<file path="config.mk">
export PLATFORM = sky130hd
export DESIGN_NAME = perf_counter_stream_filter
export DESIGN_NICKNAME = d
export VERILOG_FILES = /design/src/verilog/sid_filter_pkg.sv /design/src/verilog/perf_counter_stream_filter.sv
export VERILOG_INCLUDE_DIRS = /design/src /design/src/verilog
export SDC_FILE = /design/constraint.sdc
export NUM_CORES = 1
export LEC_CHECK = 0
export BUFFER_PORTS_ARGS = -buffer_cell sky130_fd_sc_hd__buf_2
export CAP_MARGIN = 0
export CORE_AREA = 4 4 168 170
export DETAILED_ROUTE_END_ITERATION = 8
export DIE_AREA = 0 0 172 174
export GPL_TIMING_DRIVEN = 0
export PLACE_DENSITY = 0.88
export SLEW_MARGIN = 0
export SYNTH_ARGS = -nofsm -noshare
export SYNTH_HDL_FRONTEND = slang
export SYNTH_SLANG_ARGS = --single-unit
</file>
<file path="constraint.sdc">
create_clock -name core_clk -period 6.92 [get_ports core_clk]
set_clock_uncertainty 0.15 [all_clocks]
set_input_delay 1.038 -clock core_clk [delete_from_list [all_inputs] [get_ports core_clk]]
set_output_delay 1.038 -clock core_clk [all_outputs]
set_load 0.02 [all_outputs]
</file>
<file path="src/verilog/sid_filter_defines.svh">
// Purpose: constants for the counter group stream filter
// Assumes: 32-bit AXI4-Lite register access, word aligned
// Notes:   byte offsets of the register map and field positions
`ifndef SID_FILTER_DEFINES_SVH
`define SID_FILTER_DEFINES_SVH

`define NUM_CTR          4
`define CTR_IDX_W        2
`define SID_W            16
`define FULL_SID_W       24
`define EVT_W            4
`define CTR_W            32

`define OFF_CTR_BASE     12'h000
`define OFF_EVT_BASE     12'h400
`define OFF_SMR_BASE     12'ha00
`define OFF_CAP          12'he00
`define OFF_CTRL         12'he04

`define EVT_ID_LSB       0
`define EVT_SPAN_BIT     29
`define EVT_SEC_BIT      30
`define CAP_FILT_BIT     23
`define CTRL_EN_BIT      0
`define CTRL_SECOBS_BIT  1

`define RESP_OKAY        2'h0
`define RESP_SLVERR      2'h2

`define FILTER_SHARED    1'h0
`define COUNT_TERMINATED 1'h1
`define COUNT_SPECUL     1'h1
`define COUNT_ATOP       1'h0
`define COUNT_CMAINT     1'h0
`define RECOUNT_RETRY    1'h1
`define COMBINED_CACHE   1'h1

`endif

</file>
<file path="src/verilog/sid_filter_pkg.sv">
// Purpose: types for the counter group stream filter
// Assumes: constants come from sid_filter_defines.svh
// Notes:   register and bus state types only
`default_nettype none
`include "sid_filter_defines.svh"
package sid_filter_pkg;

    typedef enum logic [2:0] {
        WR_IDLE = 3'h1,
        WR_RESP = 3'h2,
        WR_HOLD = 3'h4
    } wrState_t;

    typedef logic [`CTR_W-1:0] ctrArr_t [`NUM_CTR];

    typedef struct packed {
        logic [`NUM_CTR-1:0][`CTR_W-1:0] ctr;
        logic [`NUM_CTR-1:0][`EVT_W-1:0] evtId;
        logic [`NUM_CTR-1:0]             span;
        logic [`NUM_CTR-1:0]             secSel;
        logic [`NUM_CTR-1:0][`SID_W-1:0] matchVal;
        logic                            enable;
        logic                            secObs;
        wrState_t                        wrSt;
        logic                            awTaken;
        logic                            wTaken;
        logic [11:0]                     awAddr;
        logic [31:0]                     wData;
        logic [3:0]                      wStrb;
        logic                            awready;
        logic                            wready;
        logic                            bvalid;
        logic [1:0]                      bresp;
        logic                            arready;
        logic                            rvalid;
        logic [31:0]                     rdata;
        logic [1:0]                      rresp;
    } state_t;

endpackage : sid_filter_pkg
`default_nettype wire
</file>
<file path="src/verilog/perf_counter_stream_filter.sv">
// Purpose: stream filtered event counters of one counter group
// Assumes: events arrive as one-cycle pulses from the translation datapath
// Notes:   registers reached over AXI4-Lite; no overflow or interrupt logic
//          counters are 32 bits and wrap; filter type is fixed per counter
//          local identifier is 16 bits, the low slice of the full one
//
// How it works
// - terminated traffic counted alike in events 1,2,3,7
// - speculative/atop/cmaint choices equal across events 1-3
// - retries recount fully or not at all
// - mandatory events countable for every stream used
// - combined cache miss bumps both miss events
// - no table walker, walk events not counted
// - stream-free events ignore the filter
// - capability 0: counter uses own filter entries
// - capability 1: counter 0 filter governs all
// - span 0 needs exact identifier match
// - span 1 ignores bits up to and including lowest clear bit
// - span 1 with all ones matches any
// - all ones spans both namespaces if observing secure
// - top-zero mask matches all in selected namespace
// - namespace flag picks space; no observation forces non-secure
// - local identifier is low bits of full one
//
// The register offsets and register access over AXI4-Lite were decided locally.
`timescale 1ns/100ps
`default_nettype none
`include "sid_filter_defines.svh"
module perf_counter_stream_filter
    import sid_filter_pkg::*;
(
    input  wire logic                   core_clk,
    input  wire logic                   rst,

    // write address, data and response channels
    input  wire logic [11:0]            s_axi_awaddr,
    input  wire logic                   s_axi_awvalid,
    output logic                        s_axi_awready,
    input  wire logic [31:0]            s_axi_wdata,
    input  wire logic [3:0]             s_axi_wstrb,
    input  wire logic                   s_axi_wvalid,
    output logic                        s_axi_wready,
    output logic [1:0]                  s_axi_bresp,
    output logic                        s_axi_bvalid,
    input  wire logic                   s_axi_bready,

    // read address and data channels
    input  wire logic [11:0]            s_axi_araddr,
    input  wire logic                   s_axi_arvalid,
    output logic                        s_axi_arready,
    output logic [31:0]                 s_axi_rdata,
    output logic [1:0]                  s_axi_rresp,
    output logic                        s_axi_rvalid,
    input  wire logic                   s_axi_rready,

    // one event per cycle at most, same clock as the bus
    input  wire logic                   evtValid,
    input  wire logic [`EVT_W-1:0]      evtId,
    input  wire logic [`FULL_SID_W-1:0] evtSid,
    input  wire logic                   evtSecure,
    input  wire logic                   evtSidRelated,
    // category flags, weighed against the fixed counting choices
    input  wire logic                   evtTerminated,
    input  wire logic                   evtSpecul,
    input  wire logic                   evtAtop,
    input  wire logic                   evtCmaint,
    input  wire logic                   evtRetry,
    input  wire logic                   evtCombinedMiss
);

    ////////////////////////////////////////////////////////////////////////////
    // state

    // every flop of the block lives in this one struct
    state_t state_q;
    state_t state_d;

    // per-counter verdict on the event of this cycle
    logic [`NUM_CTR-1:0] hit;
    // identifier bits above the local width never reach a filter
    logic [`SID_W-1:0]   localSid;
    // event passes enable and the category switches
    logic                qualOk;

    // local identifier is the low slice of the full one
    assign localSid = evtSid[`SID_W-1:0];

    // global qualification of the event by category
    // the switches are fixed at build time, so most of this folds away;
    // keeping them as code lets a variant flip one define and stay consistent
    always_comb begin
        // the enable gates stream-free events as well
        qualOk = evtValid & state_q.enable;
        // one switch per category, shared by events 1,2,3 and 7
        if (evtTerminated && !`COUNT_TERMINATED) qualOk = 1'b0;
        if (evtSpecul && !`COUNT_SPECUL) qualOk = 1'b0;
        if (evtAtop && !`COUNT_ATOP) qualOk = 1'b0;
        if (evtCmaint && !`COUNT_CMAINT) qualOk = 1'b0;
        // a retry is either a full new event or invisible
        if (evtRetry && !`RECOUNT_RETRY) qualOk = 1'b0;
    end

    ////////////////////////////////////////////////////////////////////////////
    // per-counter filter

    // one filter per counter; with a shared filter all of them read entry 0
    // and the unused entries are left for synthesis to prune
    genvar gi;
    generate
        for (gi = 0; gi < `NUM_CTR; gi++) begin : g_filt
            // entry that feeds this counter's filter
            localparam int SRC = `FILTER_SHARED ? 0 : gi;
            logic [`SID_W-1:0] mv;
            logic [`SID_W-1:0] careMask;
            logic              sp;
            logic              sec;
            logic              allOnes;
            logic              sidOk;
            logic              nsOk;
            logic              typeOk;

            // shared capability routes counter 0 entries to all
            assign mv = state_q.matchVal[SRC];
            assign sp = state_q.span[SRC];
            // without secure observation the flag is overridden
            assign sec = state_q.secSel[SRC] & state_q.secObs;
            // with span set, all ones is the match-any code and, when observing secure, also widens the namespace
            assign allOnes = &mv;
            // mask clears trailing ones plus the first zero above them
            assign careMask = sp ? ~(mv ^ (mv + `SID_W'(1))) : {`SID_W{1'b1}};
            // exact compare when span is off, upper bits when on
            assign sidOk = sp && allOnes ? 1'b1
                         : ((localSid & careMask) == (mv & careMask));
            // all ones with span set widens scope to both spaces when observing secure
            assign nsOk = (sp && allOnes) ? (state_q.secObs | ~evtSecure)
                        : (evtSecure == sec);

            // combined cache miss counts as events 2 and 3; one miss is
            // both a configuration and a translation miss, never two events
            assign typeOk = (evtId == state_q.evtId[gi])
                          | (`COMBINED_CACHE & evtCombinedMiss
                             & ((state_q.evtId[gi] == `EVT_W'(2))
                                | (state_q.evtId[gi] == `EVT_W'(3))));

            // stream-free events pass regardless of filter
            // a stream-tied event must pass both the identifier and the space
            assign hit[gi] = qualOk & typeOk
                           & (~evtSidRelated | (sidOk & nsOk));
        end
    endgenerate
    // this group has filters for every local identifier, all events
    // walk events 4 and 5 only pulse if the datapath owns a walker
    // limitation: identifiers above the local width are not compared, so a
    // group must only ever see traffic from its own slice of the id space

    ////////////////////////////////////////////////////////////////////////////
    // next state

    // scratch values of the decode, all set at the top of the process
    logic [11:0] wa;
    logic [11:0] ra;
    logic [31:0] rd;
    logic        rOk;
    logic        wOk;
    logic [31:0] wv;

    always_comb begin
        state_d = state_q;
        wa = 12'h000;
        ra = 12'h000;
        rd = 32'h0000_0000;
        rOk = 1'b0;
        wOk = 1'b0;
        wv = 32'h0000_0000;

        // counters step one cycle after a passing event
        // no saturation: a counter wraps silently, overflow is not tracked
        for (int i = 0; i < `NUM_CTR; i++) begin
            if (hit[i]) state_d.ctr[i] = state_q.ctr[i] + `CTR_W'(1);
        end

        // write address and data taken independently; each ready drops on
        // its own take and stays low until the response has gone out, which
        // keeps a second write from overtaking the first
        if (s_axi_awvalid && state_q.awready) begin
            state_d.awTaken = 1'b1;
            state_d.awAddr = s_axi_awaddr;
            state_d.awready = 1'b0;
        end

        // data half, with its byte strobes
        if (s_axi_wvalid && state_q.wready) begin
            state_d.wTaken = 1'b1;
            state_d.wData = s_axi_wdata;
            state_d.wStrb = s_axi_wstrb;
            state_d.wready = 1'b0;
        end

        // write decode runs one cycle after the later half was taken, so
        // the address compare sees registered values only
        case (state_q.wrSt)
            WR_IDLE: begin
                if (state_q.awTaken && state_q.wTaken) begin
                    wa = state_q.awAddr;
                    wv = state_q.wData;
                    // strobe-off bytes are written as zero, not merged
                    for (int b = 0; b < 4; b++) begin
                        if (!state_q.wStrb[b]) wv[b*8 +: 8] = 8'h00;
                    end
                    for (int i = 0; i < `NUM_CTR; i++) begin
                        // counter words
                        if (wa == `OFF_CTR_BASE + 12'(i*4)) begin
                            state_d.ctr[i] = wv; // software write beats a step
                            wOk = 1'b1;
                        end
                        // event type word: id, span and namespace flags
                        if (wa == `OFF_EVT_BASE + 12'(i*4)) begin
                            state_d.evtId[i] = wv[`EVT_ID_LSB +: `EVT_W];
                            state_d.span[i] = wv[`EVT_SPAN_BIT];
                            state_d.secSel[i] = wv[`EVT_SEC_BIT];
                            wOk = 1'b1;
                        end
                        // match words
                        if (wa == `OFF_SMR_BASE + 12'(i*4)) begin
                            // only the implemented low bits are stored
                            state_d.matchVal[i] = wv[`SID_W-1:0];
                            wOk = 1'b1;
                        end
                    end
                    // group-wide enable and secure observation
                    if (wa == `OFF_CTRL) begin
                        state_d.enable = wv[`CTRL_EN_BIT];
                        state_d.secObs = wv[`CTRL_SECOBS_BIT];
                        wOk = 1'b1;
                    end
                    if (wa == `OFF_CAP) wOk = 1'b1; // read-only, write ignored
                    // an unmapped word answers with an error and changes nothing
                    state_d.bresp = wOk ? `RESP_OKAY : `RESP_SLVERR;
                    state_d.bvalid = 1'b1;
                    state_d.awTaken = 1'b0;
                    state_d.wTaken = 1'b0;
                    state_d.wrSt = WR_RESP;
                end
            end
            // response stands until the master takes it
            WR_RESP: begin
                if (s_axi_bready) begin
                    state_d.bvalid = 1'b0;
                    state_d.wrSt = WR_HOLD;
                end
            end
            WR_HOLD: begin
                // reopen both channels one cycle after the response
                state_d.awready = 1'b1;
                state_d.wready = 1'b1;
                state_d.wrSt = WR_IDLE;
            end
            // unreachable code falls back to idle; with one-hot codes only
            // a flipped flop can bring the machine here
            default: begin
                state_d.wrSt = WR_IDLE;
            end
        endcase

        // read channel: one cycle from address to data
        // the answer is captured at the take, so a counter that steps while
        // rvalid waits for rready is not seen until the next read
        if (state_q.rvalid) begin
            if (s_axi_rready) begin
                state_d.rvalid = 1'b0;
                state_d.arready = 1'b1;
            end
        end else if (s_axi_arvalid && state_q.arready) begin
            // fresh address: decode and capture in one step
            ra = s_axi_araddr;
            for (int i = 0; i < `NUM_CTR; i++) begin
                if (ra == `OFF_CTR_BASE + 12'(i*4)) begin
                    rd = state_q.ctr[i];
                    rOk = 1'b1;
                end
                // event type word reads back only the id, span and namespace fields
                if (ra == `OFF_EVT_BASE + 12'(i*4)) begin
                    rd[`EVT_ID_LSB +: `EVT_W] = state_q.evtId[i];
                    rd[`EVT_SPAN_BIT] = state_q.span[i];
                    rd[`EVT_SEC_BIT] = state_q.secSel[i];
                    rOk = 1'b1;
                end
                // match word reads back only the implemented bits
                if (ra == `OFF_SMR_BASE + 12'(i*4)) begin
                    rd[`SID_W-1:0] = state_q.matchVal[i];
                    rOk = 1'b1;
                end
            end

            // capability word: only the filter-type bit is populated
            if (ra == `OFF_CAP) begin
                rd[`CAP_FILT_BIT] = `FILTER_SHARED;
                rOk = 1'b1;
            end
            if (ra == `OFF_CTRL) begin
                rd[`CTRL_EN_BIT] = state_q.enable;
                rd[`CTRL_SECOBS_BIT] = state_q.secObs;
                rOk = 1'b1;
            end

            // unmapped reads return zero data with an error
            state_d.rdata = rd;
            state_d.rresp = rOk ? `RESP_OKAY : `RESP_SLVERR;
            state_d.rvalid = 1'b1;
            state_d.arready = 1'b0;
        end
    end

    ////////////////////////////////////////////////////////////////////////////
    // registers

    // synchronous reset; counters, filters and enables all come up zero,
    // so nothing counts until software sets the enable bit
    always_ff @(posedge core_clk) begin
        if (rst) begin
            state_q <= '0;
            // the bus comes out of reset ready to accept
            state_q.wrSt <= WR_IDLE;
            state_q.awready <= 1'b1;
            state_q.wready <= 1'b1;
            state_q.arready <= 1'b1;
        end else begin
            state_q <= state_d;
        end
    end

    // outputs straight from flops; no combinational path from any input
    // reaches a bus output, which keeps timing on the interconnect side easy
    assign s_axi_awready = state_q.awready;
    assign s_axi_wready = state_q.wready;
    assign s_axi_bvalid = state_q.bvalid;
    assign s_axi_bresp = state_q.bresp;
    assign s_axi_arready = state_q.arready;
    assign s_axi_rvalid = state_q.rvalid;
    assign s_axi_rdata = state_q.rdata;
    assign s_axi_rresp = state_q.rresp;

endmodule : perf_counter_stream_filter
`default_nettype wire

</file>
# After elaboration in Yosys (flattened, before gate mapping)

Index checks and enable logic that the tools add are counted.

Add/subtract/negate cells: 8
Equal/unequal tests: 52
Muxes and demuxes: 110
Bitwise logic cells: 53
Reductions and logical operators: 31

Operator list:

| operator                                               | count |
|---|---|
| two-way mux 32 bit                                     | 14 |
| two-way mux 223 bit                                    | 1 |
| two-way mux 218 bit                                    | 1 |
| two-way mux 16 bit                                     | 12 |
| equality test 12 bit (second input constant)           | 12 |
| adder 32 x 1 -> 32 bit (second input constant)         | 4 |
| AND 16 bit                                             | 8 |
| equality test 12 x 11 -> 1 bit (second input constant) | 8 |
| adder 16 x 1 -> 16 bit (second input constant)         | 4 |
| equality test 16 bit                                   | 4 |
| NOT 16 bit                                             | 4 |
| AND reduction 16 bit                                   | 4 |
| XOR 16 bit                                             | 4 |
| two-way mux 1 bit                                      | 54 |
| equality test 12 x 4 -> 1 bit (second input constant)  | 4 |
| two-way mux 36 bit                                     | 1 |
| equality test 4 x 2 -> 1 bit (second input constant)   | 8 |
| two-way mux 4 bit                                      | 8 |
| two-way mux 8 bit                                      | 4 |
| AND reduction 3 bit                                    | 10 |
| equality test 12 x 3 -> 1 bit (second input constant)  | 2 |
| zero test 12 bit                                       | 2 |
| two-way mux 2 bit                                      | 11 |
| AND 1 bit                                              | 21 |
| 15 further kinds                                       | 49 |

Flip-flop bits (word level): 312
Input port bits: 104
Output and inout port bits: 41

# Longest topological paths before layout

Depth after elaboration: 20
Gate-level depth with buffers: 12

# Worst setup path after synthesis

No wires, ideal clock.

Path type: in2reg
Start: input port evtSid[8]
End: register state_q[275] (netlist bit)
Library setup time: 137 ps
Arrival time: 3260 ps
Path slack: 3373 ps
Stages on the path: 11
Path buffers: 2
Path through: clkbuf_1 > xnor2_1 > o22ai_1 > a2111oi_2 > nand4_1 > o31ai_2 > nand3_2 > buf_2 > nor4_1 > xnor2_1 > o22ai_1

Cells in the longest elaborated chain, start to end: 10

Ends and longest elaborated chain:

| what                   | RTL line                          | RTL |
|---|---|---|
| start: declaration     | perf_counter_stream_filter.sv:59  | `` input wire logic [`FULL_SID_W-1:0] evtSid, `` |
| AND 16 bit *           | perf_counter_stream_filter.sv:133 | `: ((localSid & careMask) == (mv & careMask));` |
| equality test 16 bit * | perf_counter_stream_filter.sv:133 |  |
| two-way mux 1 bit *    | perf_counter_stream_filter.sv:132 | `assign sidOk = sp && allOnes ? 1'b1` |
| AND 1 bit *            | perf_counter_stream_filter.sv:148 | `& (~evtSidRelated \| (sidOk & nsOk));` |
| bitwise OR 1 bit *     | perf_counter_stream_filter.sv:148 |  |
| AND 1 bit *            | perf_counter_stream_filter.sv:148 |  |
| two-way mux 32 bit *   | perf_counter_stream_filter.sv:179 | `` if (hit[i]) state_d.ctr[i] = state_q.ctr[i] + `CTR_W'(1); `` |
| two-way mux 32 bit     | perf_counter_stream_filter.sv:212 | `` if (wa == `OFF_CTR_BASE + 12'(i*4)) begin `` |
| two-way mux 223 bit    | perf_counter_stream_filter.sv:203 | `if (state_q.awTaken && state_q.wTaken) begin` |
| two-way mux 218 bit *  | perf_counter_stream_filter.sv:201 | `case (state_q.wrSt)` |
| end signal: assignment | perf_counter_stream_filter.sv:328 | `state_q <= state_d;` |
| end: declaration       | perf_counter_stream_filter.sv:75  | `state_t state_q;` |

Every way passes the cells marked *; elsewhere a longest branch is shown, timed or not. The select of a mux whose other input is x is not followed.
A chain may end at the register's enable or synchronous reset.

# Worst setup path in the final report

Start: input port s_axi_araddr[9]
End: register state_q, in the netlist s_axi_rdata[1]

Cells in the longest elaborated chain, start to end: 16
Elaborated cells between the ends (all ways): 28
Those cells by class: eq/ne: 12; mux: 15; reduce/logical: 1

Ends and longest elaborated chain:

| what                | RTL line                          | RTL |
|---|---|---|
| start: declaration  | perf_counter_stream_filter.sv:48  | `input wire logic [11:0] s_axi_araddr,` |
| zero test 12 bit    | perf_counter_stream_filter.sv:277 | `` if (ra == `OFF_CTR_BASE + 12'(i*4)) begin `` |
| two-way mux 32 bit  | perf_counter_stream_filter.sv:277 |  |
| two-way mux 4 bit   | perf_counter_stream_filter.sv:282 | `` if (ra == `OFF_EVT_BASE + 12'(i*4)) begin `` |
| two-way mux 16 bit  | perf_counter_stream_filter.sv:289 | `` if (ra == `OFF_SMR_BASE + 12'(i*4)) begin `` |
| two-way mux 32 bit  | perf_counter_stream_filter.sv:277 |  |
| two-way mux 32 bit  | perf_counter_stream_filter.sv:273 | `end else if (s_axi_arvalid && state_q.arready) begin` |
| two-way mux 32 bit  | perf_counter_stream_filter.sv:268 | `if (state_q.rvalid) begin` |
| two-way mux 4 bit   | perf_counter_stream_filter.sv:282 |  |
| two-way mux 16 bit  | perf_counter_stream_filter.sv:289 |  |
| two-way mux 32 bit  | perf_counter_stream_filter.sv:277 |  |
| two-way mux 4 bit   | perf_counter_stream_filter.sv:282 |  |
| two-way mux 16 bit  | perf_counter_stream_filter.sv:289 |  |
| two-way mux 32 bit  | perf_counter_stream_filter.sv:277 |  |
| two-way mux 4 bit   | perf_counter_stream_filter.sv:282 |  |
| two-way mux 16 bit  | perf_counter_stream_filter.sv:289 |  |
| two-way mux 2 bit * | perf_counter_stream_filter.sv:300 | `` if (ra == `OFF_CTRL) begin `` |

Marks and branches as above.

==> flow_summary.ini <==
[power_and_ir_drop]
vdd_drop_max_mv = 0.205
leakagePower_uw = 0.00671
cellPowerDensity_nw_per_um2 = 215

[place]
dp.cells = 2669
gp_congestion = 1.06
place_hpwl_um = 50100
io_buffers = 118
pre_cts_slack_ns = 2.30

[synthesis]
synth_edf_count = 0
ys_types = 82
synth_largest_area_cell = dfxtp_1
synth.avg_cell_area_um2 = 7.74
yosys.area.top_type_share_pct = 36.3
netlist_area_um2 = 17100
synth_ff_type = dfxtp_1
synth.most_common_cell = dfxtp_1
syn_inst = 2209
ys_async_sr_fraction_pct = 0
synth_seq_cells = 310
synthTopCellsByCount = dfxtp_1, nor2_1, nand2_1, a21oi_1, xnor2_1
synth_area_leaders = dfxtp_1, xnor2_1, nor2_1
ys_seq_area_share_pct = 36.3
ys_warn_count = 0

[worst_setup_path]
endpoint_kind = register
critPathRequiredTime_ns = 7.19
r2r_cells = 10
worst_path_max_delay_cell = nor2_1
cp-startpoint = s_axi_araddr[9]
crit_arrival_ns = 4.77
path_class = primary input to register
reg2reg_slack_ns = 2.89
cp_max_fo = 10
r2r-end = state_q[206]$_SDFF_PP0_
regToRegStartpoint = g_filt[0].mv[0]$_SDFFE_PP0P_
setup.worst_path.end = s_axi_rdata[1]$_SDFFE_PP0P_
path_depth = 11
critical-path-max-stage-delay_ns = 0.75
cp_top_family = simple AND/OR/NAND/NOR gates
crit_chain = buf_2, nor3_1, nand3_1, nor2_1, clkbuf_1, a221oi_1, a21oi_1, a211oi_1, o211ai_1, o211ai_1, a21oi_1
startpoint_type = primary input
critPathBufInv = 2

[clock_tree]
clk_latency_ns = 0.52
cts_tree = built
cts.sinks = 310
cts_resized = 0
clockRootBuffer = clkbuf_16
h-tree-depth = 2
max-clock-path-buffers = 3
clkSlewWorstSetupHoldPaths_ns = 0.06
postCtsHoldBufs = 0
cts_buffers = 35
cts_setup_buffers = 0

[floorplanning]
ioPinCount = 145
placementRows = 60
die-area_um2 = 29900
dieHeight_um = 174
fp.coreArea_um2 = 26700
dieWidth_um = 172
start_util_pct = 63.9

[detailed_routing]
drcViolationCount = 0
drt-pass1-iter-count = 8
vias = 18200
wl_per_cell_um = 24.2
drt-vias-per-instance = 6.68
totalWireLength_um = 66100
drtAntennaViolNets = 0
drt_iter0_drc = 2832

[sta]
rsz0062_at_grt = no
setup_ws_ns = 2.43
max_freq_mhz = 223
slew_headroom_pct = 17.1
fin_crit_ns = 4.49
slew_viol_final = 0
tns_ns = 0
final_hold_viol_count = 0
setup_violations = 0
fin_hold_ws_ns = 0.307
fin_crit_sh_pct = 64.9
worst_pin_slew_ns = 1.23

[hold_path]
min_path_type = register to register
hold_path_depth = 2
hp-start = state_q[61]$_SDFFE_PP0P_

[global_routing]
grt_max_degree = 14
met2_usage_pct = 60.8
met1_usage_pct = 58.4
gr-usage-all-layers_pct = 42.8
busiest_layer = met2
met3_usage_pct = 14.7
antenna_found_initial = 2
grt_pass1_vias = 16900
grt_first_pass_wirelength_um = 99300
overflow = 0

[layout]
fin_nets = 2478
fillers = 2139
area_delta_synth_final_pct = 13.1
n_antenna_cell = 0
layout-drive-gt1-share_pct = 11.2
instances_no_fill = 2727
final_util_pct = 72.3

[run]
drv_cap = 0

[run_status]
run_status = finished, final reports clean
[through the flow]
stage / total power (uW) / cell area (um2)
finish: 4150 / 19300
floorplan: 2070 / 17100
detailed placement: 2200 / 18100
global route: 4250 / 19300
global placement: 2190 / 18100
CTS: 4130 / 19300
[worst min path at each step]
stage	to	slack (ns)
after global routing	s_axi_rdata[29]$_SDFFE_PP0P_	0.33
after global placement	state_q[43]$_SDFFE_PP0P_	0.29
after detailed placement	state_q[65]$_SDFFE_PP0P_	0.30
after floorplan	state_q[74]$_SDFFE_PP0P_	0.28
final	state_q[61]$_SDFFE_PP0P_	0.31
after CTS	state_q[65]$_SDFFE_PP0P_	0.31
[routing by layer]
layer | routed length, um | up-vias | share of wire [%]
met2 | 26700 | 1419 | 40
met1 | 25100 | 8386 | 38
met4 | 4130 | 4 | 6.3
li1 | - | 8137 | -
met5 | 16 | - | 0.024
met3 | 10000 | 265 | 15
[layout make-up]
class                   instances  area (um2)  area share, %
well taps                     341         427           2.21
inverters                      49         184          0.952
clock inverters                 7         163          0.842
multi-input cells            1664        9810           50.8
repair buffers                118         591           3.06
flip-flops and latches        310        6210           32.1
clock buffers                  51        1050           5.43
plain buffers                 187         890           4.60
[registers in the layout, summed over array words and instances, names as in the netlist]
name	count
g_filt.mv	64
g_filt.sp	4
s_axi_arready	1
s_axi_awready	1
s_axi_bresp	1
s_axi_bvalid	1
s_axi_rdata	32
s_axi_rresp	1
s_axi_rvalid	1
s_axi_wready	1
state_q	203
[worst min-delay path: stages, from the launching register on]
cell and delay, ns:
dfxtp_1 0.31, nand2_1 0.05, a21oi_1 0.05
[power breakdown]
part | switching (uW) | total (uW) | internal (uW)
registers | 27.5 | 1850 | 1820
logic | 216 | 325 | 109
clock network | 748 | 1980 | 1230
total | 991 | 4150 | 3160
[cell families after synthesis]
logic type / after synthesis / share of synthesized area, %
buffers and inverters: 236 / 6.28
AND/OR/NAND/NOR: 918 / 25.5
adder cells (fa/ha/maj): 9 / 0.659
AO/OA/AOI/OAI: 522 / 20.0
flip-flops: 310 / 36.3
other: 1 / 0.0219
XOR/XNOR: 182 / 9.33
multiplexers: 31 / 1.90
[layout by cell type (no fill, tap or decap), types with 5 or more instances in the layout]
master and count:
nor3_2 8, nand2b_1 14, xor2_1 40, a221o_1 5, nand3_1 40, a221oi_1 14, inv_1 49, a22oi_1 8
and3_1 26, or3_1 22, ha_1 9, and4_1 11, o2111ai_1 7, nand4_1 32, xnor2_1 142, o21ai_0 56
dfxtp_1 310, bufinv_16 5, nor4_1 34, nor3_1 64, a222oi_1 25, clkbuf_1 138, and3_2 5, nand2_1 291
a41oi_1 5, a211oi_1 91, nor2b_1 11, a21oi_1 176, a311oi_1 17, buf_2 125, and2_1 26, or2_2 5
nor2_1 296, a31oi_1 8, clkbuf_8 7, o22ai_1 74, buf_4 37, clkbuf_16 37, mux2i_1 28, o211ai_1 7
Note: power is estimated with default switching activity, not from simulation.
